<file path="src/shared/wdt_pkg.sv">
// Constants, register map and field layouts of the 16-bit timer and watchdog.
// Assumes a single 10 MHz reference clock and an APB register slave.
//
// How it works
// - Reload value and current count are 16-bit unsigned, and writes to the count are ignored.
// - Any write to the clear register drops the timer interrupt in normal mode and restarts the timeout in watchdog mode; an interrupt set in that cycle stays.
// - The read/write reload register holds the load value and resets to 0x3BF8.
// - Reading the current count returns the live counter, which resets to 0x3BF8.
// - Control bit 8 set counts up and clear counts down.
// - Control bit 7 set lets the counter advance and clear holds it.
// - Control bit 6 set reloads on overflow and clear lets the counter wrap through its full range.
// - Control bit 5 set selects watchdog operation and clear keeps normal timer operation.
// - Control bits 3:2 divide the 32.768 kHz source by 1, 16 or 256, and 11 is reserved.
// - In watchdog mode reaching zero raises the interrupt when bit 1 is set and requests a reset when it is clear.
// - With bit 0 set the counter stops during peripheral power-down and with it clear it keeps counting.
// - The counter reloads from the reload register on overflow when bit 6 is set, and at once on a clear register write.
// - In watchdog mode the counter decrements from the reload value down to zero.
// - Once watchdog mode is on, reload and control ignore writes until power-on reset, and other resets leave it counting.
// - The counter halts while a debugger holds the core and resumes when it lets go.

package wdt_pkg;

  // ---------------------------------------------------------------------------
  // Clocks
  // ---------------------------------------------------------------------------
  localparam int REF_CLK_HZ = 10_000_000;
  localparam int SRC_CLK_HZ = 32_768;
  localparam int ACC_W      = 24;
  localparam logic [ACC_W-1:0] ACC_STEP = ACC_W'(SRC_CLK_HZ);
  localparam logic [ACC_W-1:0] ACC_MOD  = ACC_W'(REF_CLK_HZ);

  // ---------------------------------------------------------------------------
  // Register map
  // ---------------------------------------------------------------------------
  localparam logic [31:0] ADDR_RELOAD = 32'hFFFF_0360;
  localparam logic [31:0] ADDR_COUNT  = 32'hFFFF_0364;
  localparam logic [31:0] ADDR_CTRL   = 32'hFFFF_0368;
  localparam logic [31:0] ADDR_CLEAR  = 32'hFFFF_036C;

  localparam logic [15:0] RELOAD_RST = 16'h3BF8;
  localparam logic [15:0] COUNT_RST  = 16'h3BF8;
  localparam logic [15:0] CTRL_RST   = 16'h0000;
  localparam logic [15:0] CTRL_WMASK = 16'h01EF;
  localparam logic [15:0] COUNT_ZERO = 16'h0000;
  localparam logic [15:0] COUNT_ONE  = 16'h0001;
  localparam logic [15:0] COUNT_MAX  = 16'hFFFF;
  localparam logic [15:0] RD_PAD     = 16'h0000;
  localparam logic [31:0] RD_NONE    = 32'h0000_0000;

  // ---------------------------------------------------------------------------
  // Prescaler
  // ---------------------------------------------------------------------------
  localparam int PRE_W = 8;
  localparam logic [3:0]       DIV16_LAST  = 4'hF;
  localparam logic [PRE_W-1:0] DIV256_LAST = 8'hFF;
  localparam logic [PRE_W-1:0] PRE_ONE     = 8'h01;

  typedef enum logic [1:0] {
    PRE_DIV1   = 2'b00,
    PRE_DIV16  = 2'b01,
    PRE_DIV256 = 2'b10,
    PRE_RSVD   = 2'b11
  } prescale_e;

  // ---------------------------------------------------------------------------
  // Field layouts
  // ---------------------------------------------------------------------------
  typedef struct packed {
    logic [6:0] rsvd_hi;
    logic       count_direction;
    logic       count_enable;
    logic       periodic_select;
    logic       watchdog_mode_enable;
    logic       rsvd_4;
    prescale_e  prescale_select;
    logic       expiry_irq_select;
    logic       stop_in_powerdown;
  } ctrl_s;

  typedef struct packed {
    logic        psel;
    logic        penable;
    logic        pwrite;
    logic [31:0] paddr;
    logic [31:0] pwdata;
  } apb_req_s;

endpackage

</file>
<file path="src/core/osc_tick_gen.sv">
// Low-power oscillator tick made from the reference clock.
// Assumes the reference runs at REF_CLK_HZ; ticks average SRC_CLK_HZ.
`timescale 1ns/1ps

module osc_tick_gen
  import wdt_pkg::*;
(
  input  wire logic i_ref_clk,
  input  wire logic i_rstn,
  output logic      o_src_tick
);

  // ---------------------------------------------------------------------------
  // Phase accumulator
  // ---------------------------------------------------------------------------
  // Fractional stepping; jitter is one reference period, fine for a watchdog
  logic [ACC_W-1:0] acc_ff;
  logic [ACC_W-1:0] nxt_acc;
  logic             tick_ff;

  always_comb begin
    nxt_acc = acc_ff + ACC_STEP;
  end

  always_ff @(posedge i_ref_clk) begin
    if (!i_rstn) begin
      acc_ff  <= '0;
      tick_ff <= 1'b0;
    end else if (nxt_acc >= ACC_MOD) begin
      acc_ff  <= nxt_acc - ACC_MOD;
      tick_ff <= 1'b1;
    end else begin
      acc_ff  <= nxt_acc;
      tick_ff <= 1'b0;
    end
  end

  assign o_src_tick = tick_ff;

endmodule

</file>
<file path="src/core/prescale_div.sv">
// Divider of the source tick by 1, 16 or 256.
// Assumes i_src_tick is a one-cycle pulse; o_tick is a registered pulse.
`timescale 1ns/1ps

module prescale_div
  import wdt_pkg::*;
(
  input  wire logic      i_ref_clk,
  input  wire logic      i_rstn,
  input  wire logic      i_src_tick,
  input  wire prescale_e i_sel,
  output logic           o_tick
);

  // ---------------------------------------------------------------------------
  // Divider
  // ---------------------------------------------------------------------------
  logic [PRE_W-1:0] div_ff;
  logic             tick_ff;
  logic             nxt_tick;

  always_comb begin
    case (i_sel)
      PRE_DIV1:   nxt_tick = i_src_tick;
      PRE_DIV16:  nxt_tick = i_src_tick && (div_ff[3:0] == DIV16_LAST);
      PRE_DIV256: nxt_tick = i_src_tick && (div_ff == DIV256_LAST);
      default:    nxt_tick = 1'b0; // Reserved code holds the count
    endcase
  end

  always_ff @(posedge i_ref_clk) begin
    if (!i_rstn) begin
      div_ff <= '0;
    end else if (i_src_tick) begin
      div_ff <= div_ff + PRE_ONE;
    end
  end

  always_ff @(posedge i_ref_clk) begin
    if (!i_rstn) begin
      tick_ff <= 1'b0;
    end else begin
      tick_ff <= nxt_tick;
    end
  end

  assign o_tick = tick_ff;

endmodule

</file>
<file path="src/core/timer_watchdog_16bit.sv">
// 16-bit up/down timer with watchdog mode, registers on APB.
// Assumes i_rstn is the power-on reset and i_warm_rstn any other reset.
//
// The APB register port was left to the implementer.
`timescale 1ns/1ps

module timer_watchdog_16bit
  import wdt_pkg::*;
(
  input  wire logic        i_ref_clk,
  input  wire logic        i_rstn,
  input  wire logic        i_warm_rstn,
  input  wire logic        i_powerdown,
  input  wire logic        i_debug_halt,
  input  wire logic        i_psel,
  input  wire logic        i_penable,
  input  wire logic        i_pwrite,
  input  wire logic [31:0] i_paddr,
  input  wire logic [31:0] i_pwdata,
  output logic [31:0]      o_prdata,
  output logic             o_pready,
  output logic             o_pslverr,
  output logic             o_irq,
  output logic             o_rst_req
);

  // ---------------------------------------------------------------------------
  // Declarations
  // ---------------------------------------------------------------------------
  apb_req_s    req;
  ctrl_s       ctrl_ff;
  ctrl_s       wr_ctrl;
  logic [15:0] reload_ff;
  logic [15:0] count_ff;
  logic [15:0] nxt_count;
  logic [31:0] prdata_ff;
  logic [31:0] nxt_prdata;
  logic        irq_ff;
  logic        rst_req_ff;

  logic        setup;
  logic        access;
  logic        hit_reload;
  logic        hit_count;
  logic        hit_ctrl;
  logic        hit_clear;
  logic        mapped;
  logic        wr_reload;
  logic        wr_ctrl_en;
  logic        wr_clear;
  logic        wd_mode;
  logic        warm_clr;

  logic        src_tick;
  logic        pre_tick;
  logic        run;
  logic        step;
  logic        overflow;
  logic        expire;
  logic        irq_set;
  logic        rst_set;

  // ---------------------------------------------------------------------------
  // Bus request bundle
  // ---------------------------------------------------------------------------
  always_comb begin
    req.psel    = i_psel;
    req.penable = i_penable;
    req.pwrite  = i_pwrite;
    req.paddr   = i_paddr;
    req.pwdata  = i_pwdata;
  end

  // ---------------------------------------------------------------------------
  // Address decode
  // ---------------------------------------------------------------------------
  assign setup      = req.psel && !req.penable;
  assign access     = req.psel && req.penable;
  assign mapped     = hit_reload || hit_count || hit_ctrl || hit_clear;

  // All 32 address bits compared, so no alias of a register answers
  always_comb begin
    hit_reload = 1'b0;
    hit_count  = 1'b0;
    hit_ctrl   = 1'b0;
    hit_clear  = 1'b0;
    case (req.paddr)
      ADDR_RELOAD: begin
        hit_reload = 1'b1;
      end
      ADDR_COUNT: begin
        hit_count = 1'b1;
      end
      ADDR_CTRL: begin
        hit_ctrl = 1'b1;
      end
      ADDR_CLEAR: begin
        hit_clear = 1'b1;
      end
      default: begin
        hit_reload = 1'b0;
      end
    endcase
  end

  assign wd_mode    = ctrl_ff.watchdog_mode_enable;

  // ---------------------------------------------------------------------------
  // Write strobes
  // ---------------------------------------------------------------------------
  // Protection also blocks software from leaving watchdog mode
  assign wr_reload  = access && req.pwrite && hit_reload && !wd_mode;
  assign wr_ctrl_en = access && req.pwrite && hit_ctrl && !wd_mode;
  assign wr_clear   = access && req.pwrite && hit_clear;

  // A warm reset is ignored entirely once the watchdog is armed
  assign warm_clr   = !i_warm_rstn && !wd_mode;

  // ---------------------------------------------------------------------------
  // Bus answer
  // ---------------------------------------------------------------------------
  // Zero wait states; read data is sampled at the setup edge
  assign o_pready  = 1'b1;
  assign o_pslverr = access && !mapped;

  always_comb begin
    nxt_prdata = RD_NONE;
    if (hit_reload) begin
      nxt_prdata = {RD_PAD, reload_ff};
    end else if (hit_count) begin
      nxt_prdata = {RD_PAD, count_ff};
    end else if (hit_ctrl) begin
      nxt_prdata = {RD_PAD, ctrl_ff};
    end else begin
      nxt_prdata = RD_NONE; // Clear register is write only
    end
  end

  always_ff @(posedge i_ref_clk) begin
    if (!i_rstn) begin
      prdata_ff <= RD_NONE;
    end else if (setup && !req.pwrite) begin
      prdata_ff <= nxt_prdata;
    end
  end

  assign o_prdata = prdata_ff;

  // ---------------------------------------------------------------------------
  // Reload register
  // ---------------------------------------------------------------------------
  always_ff @(posedge i_ref_clk) begin
    if (!i_rstn) begin
      reload_ff <= RELOAD_RST;
    end else if (warm_clr) begin
      reload_ff <= RELOAD_RST;
    end else if (wr_reload) begin
      reload_ff <= req.pwdata[15:0];
    end
  end

  // ---------------------------------------------------------------------------
  // Control register
  // ---------------------------------------------------------------------------
  // Reserved bits are not stored, so a careless write cannot set them
  assign wr_ctrl = ctrl_s'(req.pwdata[15:0] & CTRL_WMASK);

  always_ff @(posedge i_ref_clk) begin
    if (!i_rstn) begin
      ctrl_ff <= ctrl_s'(CTRL_RST);
    end else if (warm_clr) begin
      ctrl_ff <= ctrl_s'(CTRL_RST);
    end else if (wr_ctrl_en) begin
      ctrl_ff <= wr_ctrl;
    end
  end

  // ---------------------------------------------------------------------------
  // Time base
  // ---------------------------------------------------------------------------
  osc_tick_gen u_osc_tick_gen (
    .i_ref_clk  (i_ref_clk),
    .i_rstn     (i_rstn),
    .o_src_tick (src_tick)
  );

  prescale_div u_prescale_div (
    .i_ref_clk  (i_ref_clk),
    .i_rstn     (i_rstn),
    .i_src_tick (src_tick),
    .i_sel      (ctrl_ff.prescale_select),
    .o_tick     (pre_tick)
  );

  // ---------------------------------------------------------------------------
  // Count gating
  // ---------------------------------------------------------------------------
  // Debug halt overrides all, so a breakpoint never trips the watchdog
  always_comb begin
    run = ctrl_ff.count_enable;
    if (i_powerdown && ctrl_ff.stop_in_powerdown) begin
      run = 1'b0;
    end
    if (i_debug_halt) begin
      run = 1'b0;
    end
  end

  assign step = pre_tick && run;

  // ---------------------------------------------------------------------------
  // Next count
  // ---------------------------------------------------------------------------
  always_comb begin
    nxt_count = count_ff;
    overflow  = 1'b0;
    expire    = 1'b0;
    if (wd_mode) begin
      // Direction bit has no say here
      if (count_ff == COUNT_ZERO) begin
        nxt_count = reload_ff;
      end else begin
        nxt_count = count_ff - COUNT_ONE;
        expire    = (count_ff == COUNT_ONE);
      end
    end else if (ctrl_ff.count_direction) begin
      if (count_ff == COUNT_MAX) begin
        overflow  = 1'b1;
        nxt_count = ctrl_ff.periodic_select ? reload_ff : COUNT_ZERO;
      end else begin
        nxt_count = count_ff + COUNT_ONE;
      end
    end else begin
      if (count_ff == COUNT_ZERO) begin
        overflow  = 1'b1;
        nxt_count = ctrl_ff.periodic_select ? reload_ff : COUNT_MAX;
      end else begin
        nxt_count = count_ff - COUNT_ONE;
      end
    end
  end

  // ---------------------------------------------------------------------------
  // Counter
  // ---------------------------------------------------------------------------
  // Writes to the count address never reach this register
  always_ff @(posedge i_ref_clk) begin
    if (!i_rstn) begin
      count_ff <= COUNT_RST;
    end else if (warm_clr) begin
      count_ff <= COUNT_RST;
    end else if (wr_clear) begin
      count_ff <= reload_ff;
    end else if (step) begin
      count_ff <= nxt_count;
    end
  end

  // ---------------------------------------------------------------------------
  // Event decode
  // ---------------------------------------------------------------------------
  // Normal mode flags every overflow, watchdog mode only the step into zero
  always_comb begin
    irq_set = 1'b0;
    rst_set = 1'b0;
    if (step) begin
      if (!wd_mode) begin
        irq_set = overflow;
      end else if (expire) begin
        if (ctrl_ff.expiry_irq_select) begin
          irq_set = 1'b1;
        end else begin
          rst_set = 1'b1;
        end
      end
    end
  end

  // ---------------------------------------------------------------------------
  // Events
  // ---------------------------------------------------------------------------

  // Set beats clear so an expiry racing a refresh is never lost
  always_ff @(posedge i_ref_clk) begin
    if (!i_rstn) begin
      irq_ff <= 1'b0;
    end else if (warm_clr) begin
      irq_ff <= 1'b0;
    end else if (irq_set) begin
      irq_ff <= 1'b1;
    end else if (wr_clear) begin
      irq_ff <= 1'b0;
    end
  end

  always_ff @(posedge i_ref_clk) begin
    if (!i_rstn) begin
      rst_req_ff <= 1'b0;
    end else begin
      rst_req_ff <= rst_set;
    end
  end

  assign o_irq     = irq_ff;
  assign o_rst_req = rst_req_ff;

endmodule

</file>
<file path="config.mk">
export PLATFORM = sky130hd
export DESIGN_NAME = timer_watchdog_16bit
export DESIGN_NICKNAME = d
export VERILOG_FILES = /design/src/shared/wdt_pkg.sv /design/src/core/osc_tick_gen.sv /design/src/core/prescale_div.sv /design/src/core/timer_watchdog_16bit.sv
export SDC_FILE = /design/constraint.sdc
export NUM_CORES = 1
export LEC_CHECK = 0
export BUFFER_PORTS_ARGS = -buffer_cell sky130_fd_sc_hd__buf_2
export CORE_MARGIN = 2
export CORE_UTILIZATION = 35
export CTS_CLUSTER_DIAMETER = 40
export DETAILED_ROUTE_END_ITERATION = 10
export PLACE_DENSITY_LB_ADDON = 0.25
export SYNTH_ARGS = -nofsm -noshare
export SYNTH_HDL_FRONTEND = slang
export SYNTH_HIERARCHICAL = 1
export SYNTH_SLANG_ARGS = --single-unit
</file>
<file path="constraint.sdc">
create_clock -name i_ref_clk -period 2.45 [get_ports i_ref_clk]
set_clock_uncertainty 0.1 [all_clocks]
set_input_delay 0.245 -clock i_ref_clk [delete_from_list [all_inputs] [get_ports i_ref_clk]]
set_output_delay 0.245 -clock i_ref_clk [all_outputs]
set_load 0.01 [all_outputs]
</file>
==> results.py, run 1 <==
metrics = {
    "run_status": {
        "status": "finished, final reports clean",
    },
    "logic_synthesis": {
        "yosysTopAreaCellShare_pct": 31.6,
        "synth-simple-area-share_pct": 26.6,
        "synth_xor_area_share_pct": 3.58,
        "synth-adder-area-share_pct": 2.79,
        "synth-seq-area-share_pct": 31.6,
        "async_flop_share_pct": 0,
        "yosys_warnings": 6,
        "synthesis.area_um2": 5380,
        "synthMuxAreaShare_pct": 1.86,
        "synth.area.top_cells": "dfxtp_1, nand2_1, o21ai_0",
        "syn_avg_cell_area_um2": 8.06,
        "synth.distinct_cells": 76,
        "ys_seq_elements": 85,
        "synth_area_leader_cell": "dfxtp_1",
        "syn_inst": 667,
        "synth_top_family_by_area": "simple AND/OR/NAND/NOR gates",
        "synth-compound-area-share_pct": 25.2,
        "synth_top_flop_cell": "dfxtp_1",
        "synth_edf_count": 0,
    },
    "drt": {
        "drtAntennaViolNets": 0,
        "routed_wl_mm": 16.9,
        "viasPerCell": 5.55,
        "drtPass1Iterations": 5,
        "wl_per_cell_um": 17.0,
        "drc": 0,
        "vias": 5505,
        "drt-initial-drc-count": 296,
    },
    "global_route": {
        "grt_overflow": 0,
        "grt_pass1_wl_mm": 26.6,
        "grt_max_degree": 36,
        "antenna_found_initial": 0,
        "grtUsageTotal_pct": 20.5,
        "grt_pass1_vias": 5232,
    },
    "cts": {
        "clock_latency_ns": 0.35,
        "clk_path_buf_depth": 2,
        "htreeDepth": 3,
        "path_clk_slew_ns": 0.06,
        "cts_hold_buffers": 0,
        "root_buffer": "clkbuf_16",
        "cts_tree": "built",
        "clock_sinks": 85,
        "cts_buffers": 9,
    },
    "critical_path": {
        "crit_fanout": 4,
        "cp_slowest_cell": "or4b_4",
        "cp_num_buf_inv": 1,
        "crit_type": "flip-flop to flip-flop",
        "max_stage_delay_ns": 0.49,
        "endpoint_kind": "flip-flop",
        "startpoint_type": "flip-flop",
        "worstPathRequired_ns": 2.57,
        "cp_top_family": "simple AND/OR/NAND/NOR gates",
        "crit_arrival_ns": 2.54,
        "worst_path_most_repeated_cell": "o221ai_1",
        "path_cells": "inv_1, ha_1, or4b_4, or4_4, nor3_4, o221ai_1, a21boi_1, o221ai_1",
        "rrSetupSlack_ns": 0.03,
    },
    "layout": {
        "drive_above_1_share_pct": 30.7,
        "final_common_cell": "buf_4",
        "instances_no_fill": 992,
        "area_delta_synth_final_pct": 29.8,
        "fillers": 1503,
        "nets": 884,
        "diodes": 0,
        "layout.cells.most_common_list": "buf_4, nand2_1, dfxtp_1",
    },
    "floorplanning": {
        "placementRows": 45,
        "core_area_um2": 15100,
        "dieArea_um2": 16400,
        "start_util_pct": 35.6,
        "die_x_um": 128,
        "boundaryPins": 108,
        "dieHeight_um": 128,
    },
    "timing": {
        "fmax_mhz": 412,
        "timing.slew.headroom_pct": 62.5,
        "grt_setup_unrepaired": "yes",
        "period_share_pct": 99.0,
        "fin_ws_ns": 0.0254,
        "fin_hold_ws_ns": 0.0231,
        "finalSetupViolCount": 0,
        "worst_slew_pin_slew_ns": 0.555,
        "period_needed_ns": 2.42,
        "drv_slew": 0,
        "hold_violations": 0,
    },
    "placed_design": {
        "port_buffers": 74,
        "dp_hpwl_mm": 12.8,
        "dp_cells": 971,
        "place_ws_ns": -0.0245,
        "place_congestion": 0.885,
    },
    "power_and_ir_drop": {
        "max-vdd-ir-drop_mv": 0.366,
        "p_per_area_nw_per_um2": 427,
        "p_leak_nw": 2.80,
    },
    "worst_hold_path": {
        "hold_path_class": "primary input to flip-flop",
    },
    "run": {
        "drv_cap": 0,
    },
}
==> per-stage QoR <==
step | TNS (ns) | utilization, % | total power, mW | area (um2)
final | 0 | 46.2 | 2.98 | 6980
after CTS | 0 | 44.6 | 2.99 | 6730
after floorplan | -0.000280 | - | 1.54 | 5450
after global placement | -0.0638 | 42.4 | 1.60 | 6400
after global routing | -0.0836 | 46.2 | 3.08 | 6980
after detailed placement | -0.0536 | 42.4 | 1.61 | 6400
==> worst register-to-register path, cell delays in order (launching register included) <==
cell and delay (ns):
dfxtp_4 0.36, inv_1 0.08, ha_1 0.20, or4b_4 0.50
or4_4 0.46, nor3_4 0.14, o221ai_1 0.15, a21boi_1 0.19
o221ai_1 0.13
==> power by group <==
group | leakage (nW) | switching (mW) | total [mW] | internal, mW
registers | 0.687 | 0.00599 | 1.39 | 1.38
logic | 1.97 | 0.119 | 0.210 | 0.0918
clock network | 0.147 | 0.575 | 1.38 | 0.802
==> final timing paths <==
| path | startpoint | end | depth (start not counted) |
|---|---|---|---|
| setup / recovery | count_ff[1] | count_ff[12] | 8 |
| hold / removal | i_pwdata[11] | reload_ff[11] | 3 |
| hold reg to reg | o_prdata[0] | o_prdata[0] | 2 |
| setup reg to reg | count_ff[1] | count_ff[12] | 8 |
==> kinds of logic (layout without fill, tap and decap cells) <==
family	after synthesis	count (layout)
AO/OA/AOI/OAI	188	188
XOR/XNOR	22	22
adder cells (fa/ha/maj)	12	12
buffers and inverters	84	206
flip-flops	85	85
multiplexers	10	10
other	2	17
AND/OR/NAND/NOR	264	264
==> cell type report <==
class / instances / area, um2 / share of cell area (%)
multi-input cells: 513 / 3520 / 50.4
flip-flops and latches: 85 / 1720 / 24.6
repair buffers: 170 / 1130 / 16.3
clock buffers: 13 / 282 / 4.04
well taps: 188 / 235 / 3.37
inverters: 21 / 78.8 / 1.13
clock inverters: 2 / 13.8 / 0.197
==> registers in the layout, indices dropped and copies added (netlist names) <==
signal                     flops
count_ff                      16
ctrl_ff                        7
o_irq                          1
o_prdata                      16
o_rst_req                      1
reload_ff                     16
u_osc_tick_gen/acc_ff         17
u_osc_tick_gen/o_src_tick      1
u_prescale_div/div_ff          8
u_prescale_div/o_tick          1
wd_mode                        1
==> Yosys cell counts, drive strengths merged (4+ instances only) <==
master / count
nand4b: 4
clkbuf: 24
dfxtp: 85
xor2: 6
nor2: 31
nand2b: 6
nand2: 84
and3: 14
nor4: 12
a21oi: 24
a221o: 8
buf: 39
a22oi: 17
a2bb2oi: 8
or2: 4
nor3: 17
a21o: 6
a221oi: 5
o21ai: 46
o21a: 6
o221ai: 13
nand3b: 4
inv: 21
and2: 20
or3: 12
ha: 12
mux2i: 10
or4: 8
o211ai: 11
nand3: 22
a21boi: 17
o31ai: 5
nand4: 14
xnor2: 16
==> layer usage <==
| metal | vias up | global-route usage (%) | share of wire (%) |
|---|---|---|---|
| met2 | 166 | 36.5 | 51 |
| met1 | 2650 | 24.8 | 43 |
| li1 | 2675 | - | - |
| met5 | - | 0 | 0 |
| met3 | 14 | 4.34 | 5.0 |
| met4 | 0 | 6.08 | 1.2 |
==> repair_timing <==
action,4_1_cts,5_1_grt
resized for setup,8,44
setup endpoints to repair,14,28
pin swaps,1,19
gates cloned,0,0
buffers inserted,0,6
No activity file was read; power rests on OpenSTA's default activity.
==> inputs of run 2 (changes only) <==
Clock period 2.45 ns to 2.9 ns, I/O delays scaled along.
==> results.py, run 2 (same netlist as run 1, synthesis figures left out) <==
metrics = {
    "layout": {
        "nets": 827,
        "area_delta_synth_final_pct": 16.7,
        "regMostFlops": "u_osc_tick_gen/acc_ff",
        "drive_above_1_share_pct": 21.3,
        "largest_reg_flops": 17,
        "final_common_cell": "dfxtp_1",
        "fin_area_um2": 6280,
        "diodes": 0,
        "layout.cells.most_common_list": "dfxtp_1, nand2_1, buf_2",
    },
    "drt": {
        "viasPerCell": 5.63,
        "routed_wl_mm": 15.7,
        "wl_per_cell_um": 16.8,
        "vias": 5266,
        "drt-initial-drc-count": 440,
        "drtPass1Iterations": 5,
        "drc": 0,
        "drtAntennaViolNets": 0,
    },
    "cts": {
        "cts_hold_buffers": 0,
        "cts_tree": "built",
        "postCtsSetupBuffers": 0,
        "root_buffer": "clkbuf_16",
        "ctsResizeCount": 0,
        "clock_sinks": 85,
        "clk_path_buf_depth": 2,
        "cts_buffers": 9,
        "path_clk_slew_ns": 0.06,
        "htreeDepth": 3,
        "clock_latency_ns": 0.35,
    },
    "floorplanning": {
        "boundaryPins": 108,
        "dieHeight_um": 128,
        "core_area_um2": 15100,
        "start_util_pct": 35.6,
        "die_x_um": 128,
        "placementRows": 45,
        "dieArea_um2": 16400,
    },
    "critical_path": {
        "max_stage_delay_ns": 0.48,
        "crit_fanout": 10,
        "crit_arrival_ns": 2.86,
        "cp_slowest_cell": "o31a_1",
        "path_cells": "ha_1, nand3_1, or3_1, o31a_1, a221o_1, a221oi_1, o31ai_1",
        "startpoint_type": "flip-flop",
        "endpoint_kind": "flip-flop",
        "cp_top_family": "compound AO/OA/AOI/OAI gates",
        "worstPathRequired_ns": 3.03,
        "crit_type": "flip-flop to flip-flop",
        "cp_num_buf_inv": 0,
    },
    "power_and_ir_drop": {
        "p_leak_nw": 2.49,
        "p_per_area_nw_per_um2": 397,
        "max-vdd-ir-drop_mv": 0.211,
    },
    "timing": {
        "setup-tns-final_ns": 0,
        "grt_setup_unrepaired": "no",
        "fmax_mhz": 367,
        "finalSetupViolCount": 0,
        "hold_violations": 0,
        "period_share_pct": 94.1,
        "timing.slew.headroom_pct": 34.2,
        "drv_slew": 0,
        "period_needed_ns": 2.73,
        "worst_slew_pin_slew_ns": 0.980,
    },
    "global_route": {
        "grt_max_degree": 34,
        "grt_pass1_vias": 4994,
        "grt_pass1_wl_mm": 25.5,
        "antenna_found_initial": 0,
        "grt_overflow": 0,
        "grtUsageTotal_pct": 19.5,
    },
    "placed_design": {
        "placed_area_um2": 5980,
        "port_buffers": 74,
        "place_congestion": 0.874,
        "dp_hpwl_mm": 11.9,
    },
    "worst_hold_path": {
        "hold_path_class": "primary input to flip-flop",
    },
    "run_status": {
        "status": "finished, final reports clean",
    },
    "run": {
        "drv_cap": 0,
    },
}
run 2: power breakdown:
group | switching (mW) | internal, mW
clock network | 0.480 | 0.685
registers | 0.00400 | 1.17
logic | 0.0900 | 0.0603
run 2: worst min-delay path, stage by stage:
cell and delay (ns):
buf_2 0.09, nand2_1 0.04, nand3_1 0.06
run 2: metrics by stage:
stage	setup slack [ns]	hold slack, ns	instances	utilization [%]	total power, mW
2_1_floorplan	0.346	0.308	682	-	1.30
3_3_place_gp	0.125	0.341	920	39.6	1.35
3_5_place_dp	0.119	0.346	920	39.6	1.35
4_1_cts	0.130	0.0628	935	41.5	2.52
5_1_grt	0.0216	0.0760	935	41.6	2.59
6_report	0.172	0.0712	935	41.6	2.49
run 2: layout make-up:
type	count	area [um2]
Fill cell	1551	8810
Multi-Input combinational cell	513	3310
Sequential cell	85	1700
Timing Repair Buffer	113	663
Clock buffer	11	243
Tap cell	188	235
Inverter	21	78.8
Clock inverter	4	48.8
run 2: metal layers:
| metal | up-vias | track usage (%) | part of all wire [%] |
|---|---|---|---|
| met2 | 169 | 33.1 | 48 |
| met5 | - | 0 | 0 |
| li1 | 2562 | - | - |
| met4 | 0 | 8.60 | 2.4 |
| met3 | 25 | 2.59 | 4.4 |
| met1 | 2510 | 24.9 | 45 |
run 2: worst paths after layout:
| path | from | to | slack, ns | cells after the start |
|---|---|---|---|---|
| setup / recovery | count_ff[0] | count_ff[2] | 0.17 | 7 |
| hold / removal | i_pwdata[8] | reload_ff[8] | 0.07 | 3 |
| setup reg to reg | count_ff[0] | count_ff[2] | 0.17 | 7 |
| hold reg to reg | o_prdata[3] | o_prdata[3] | 0.36 | 2 |
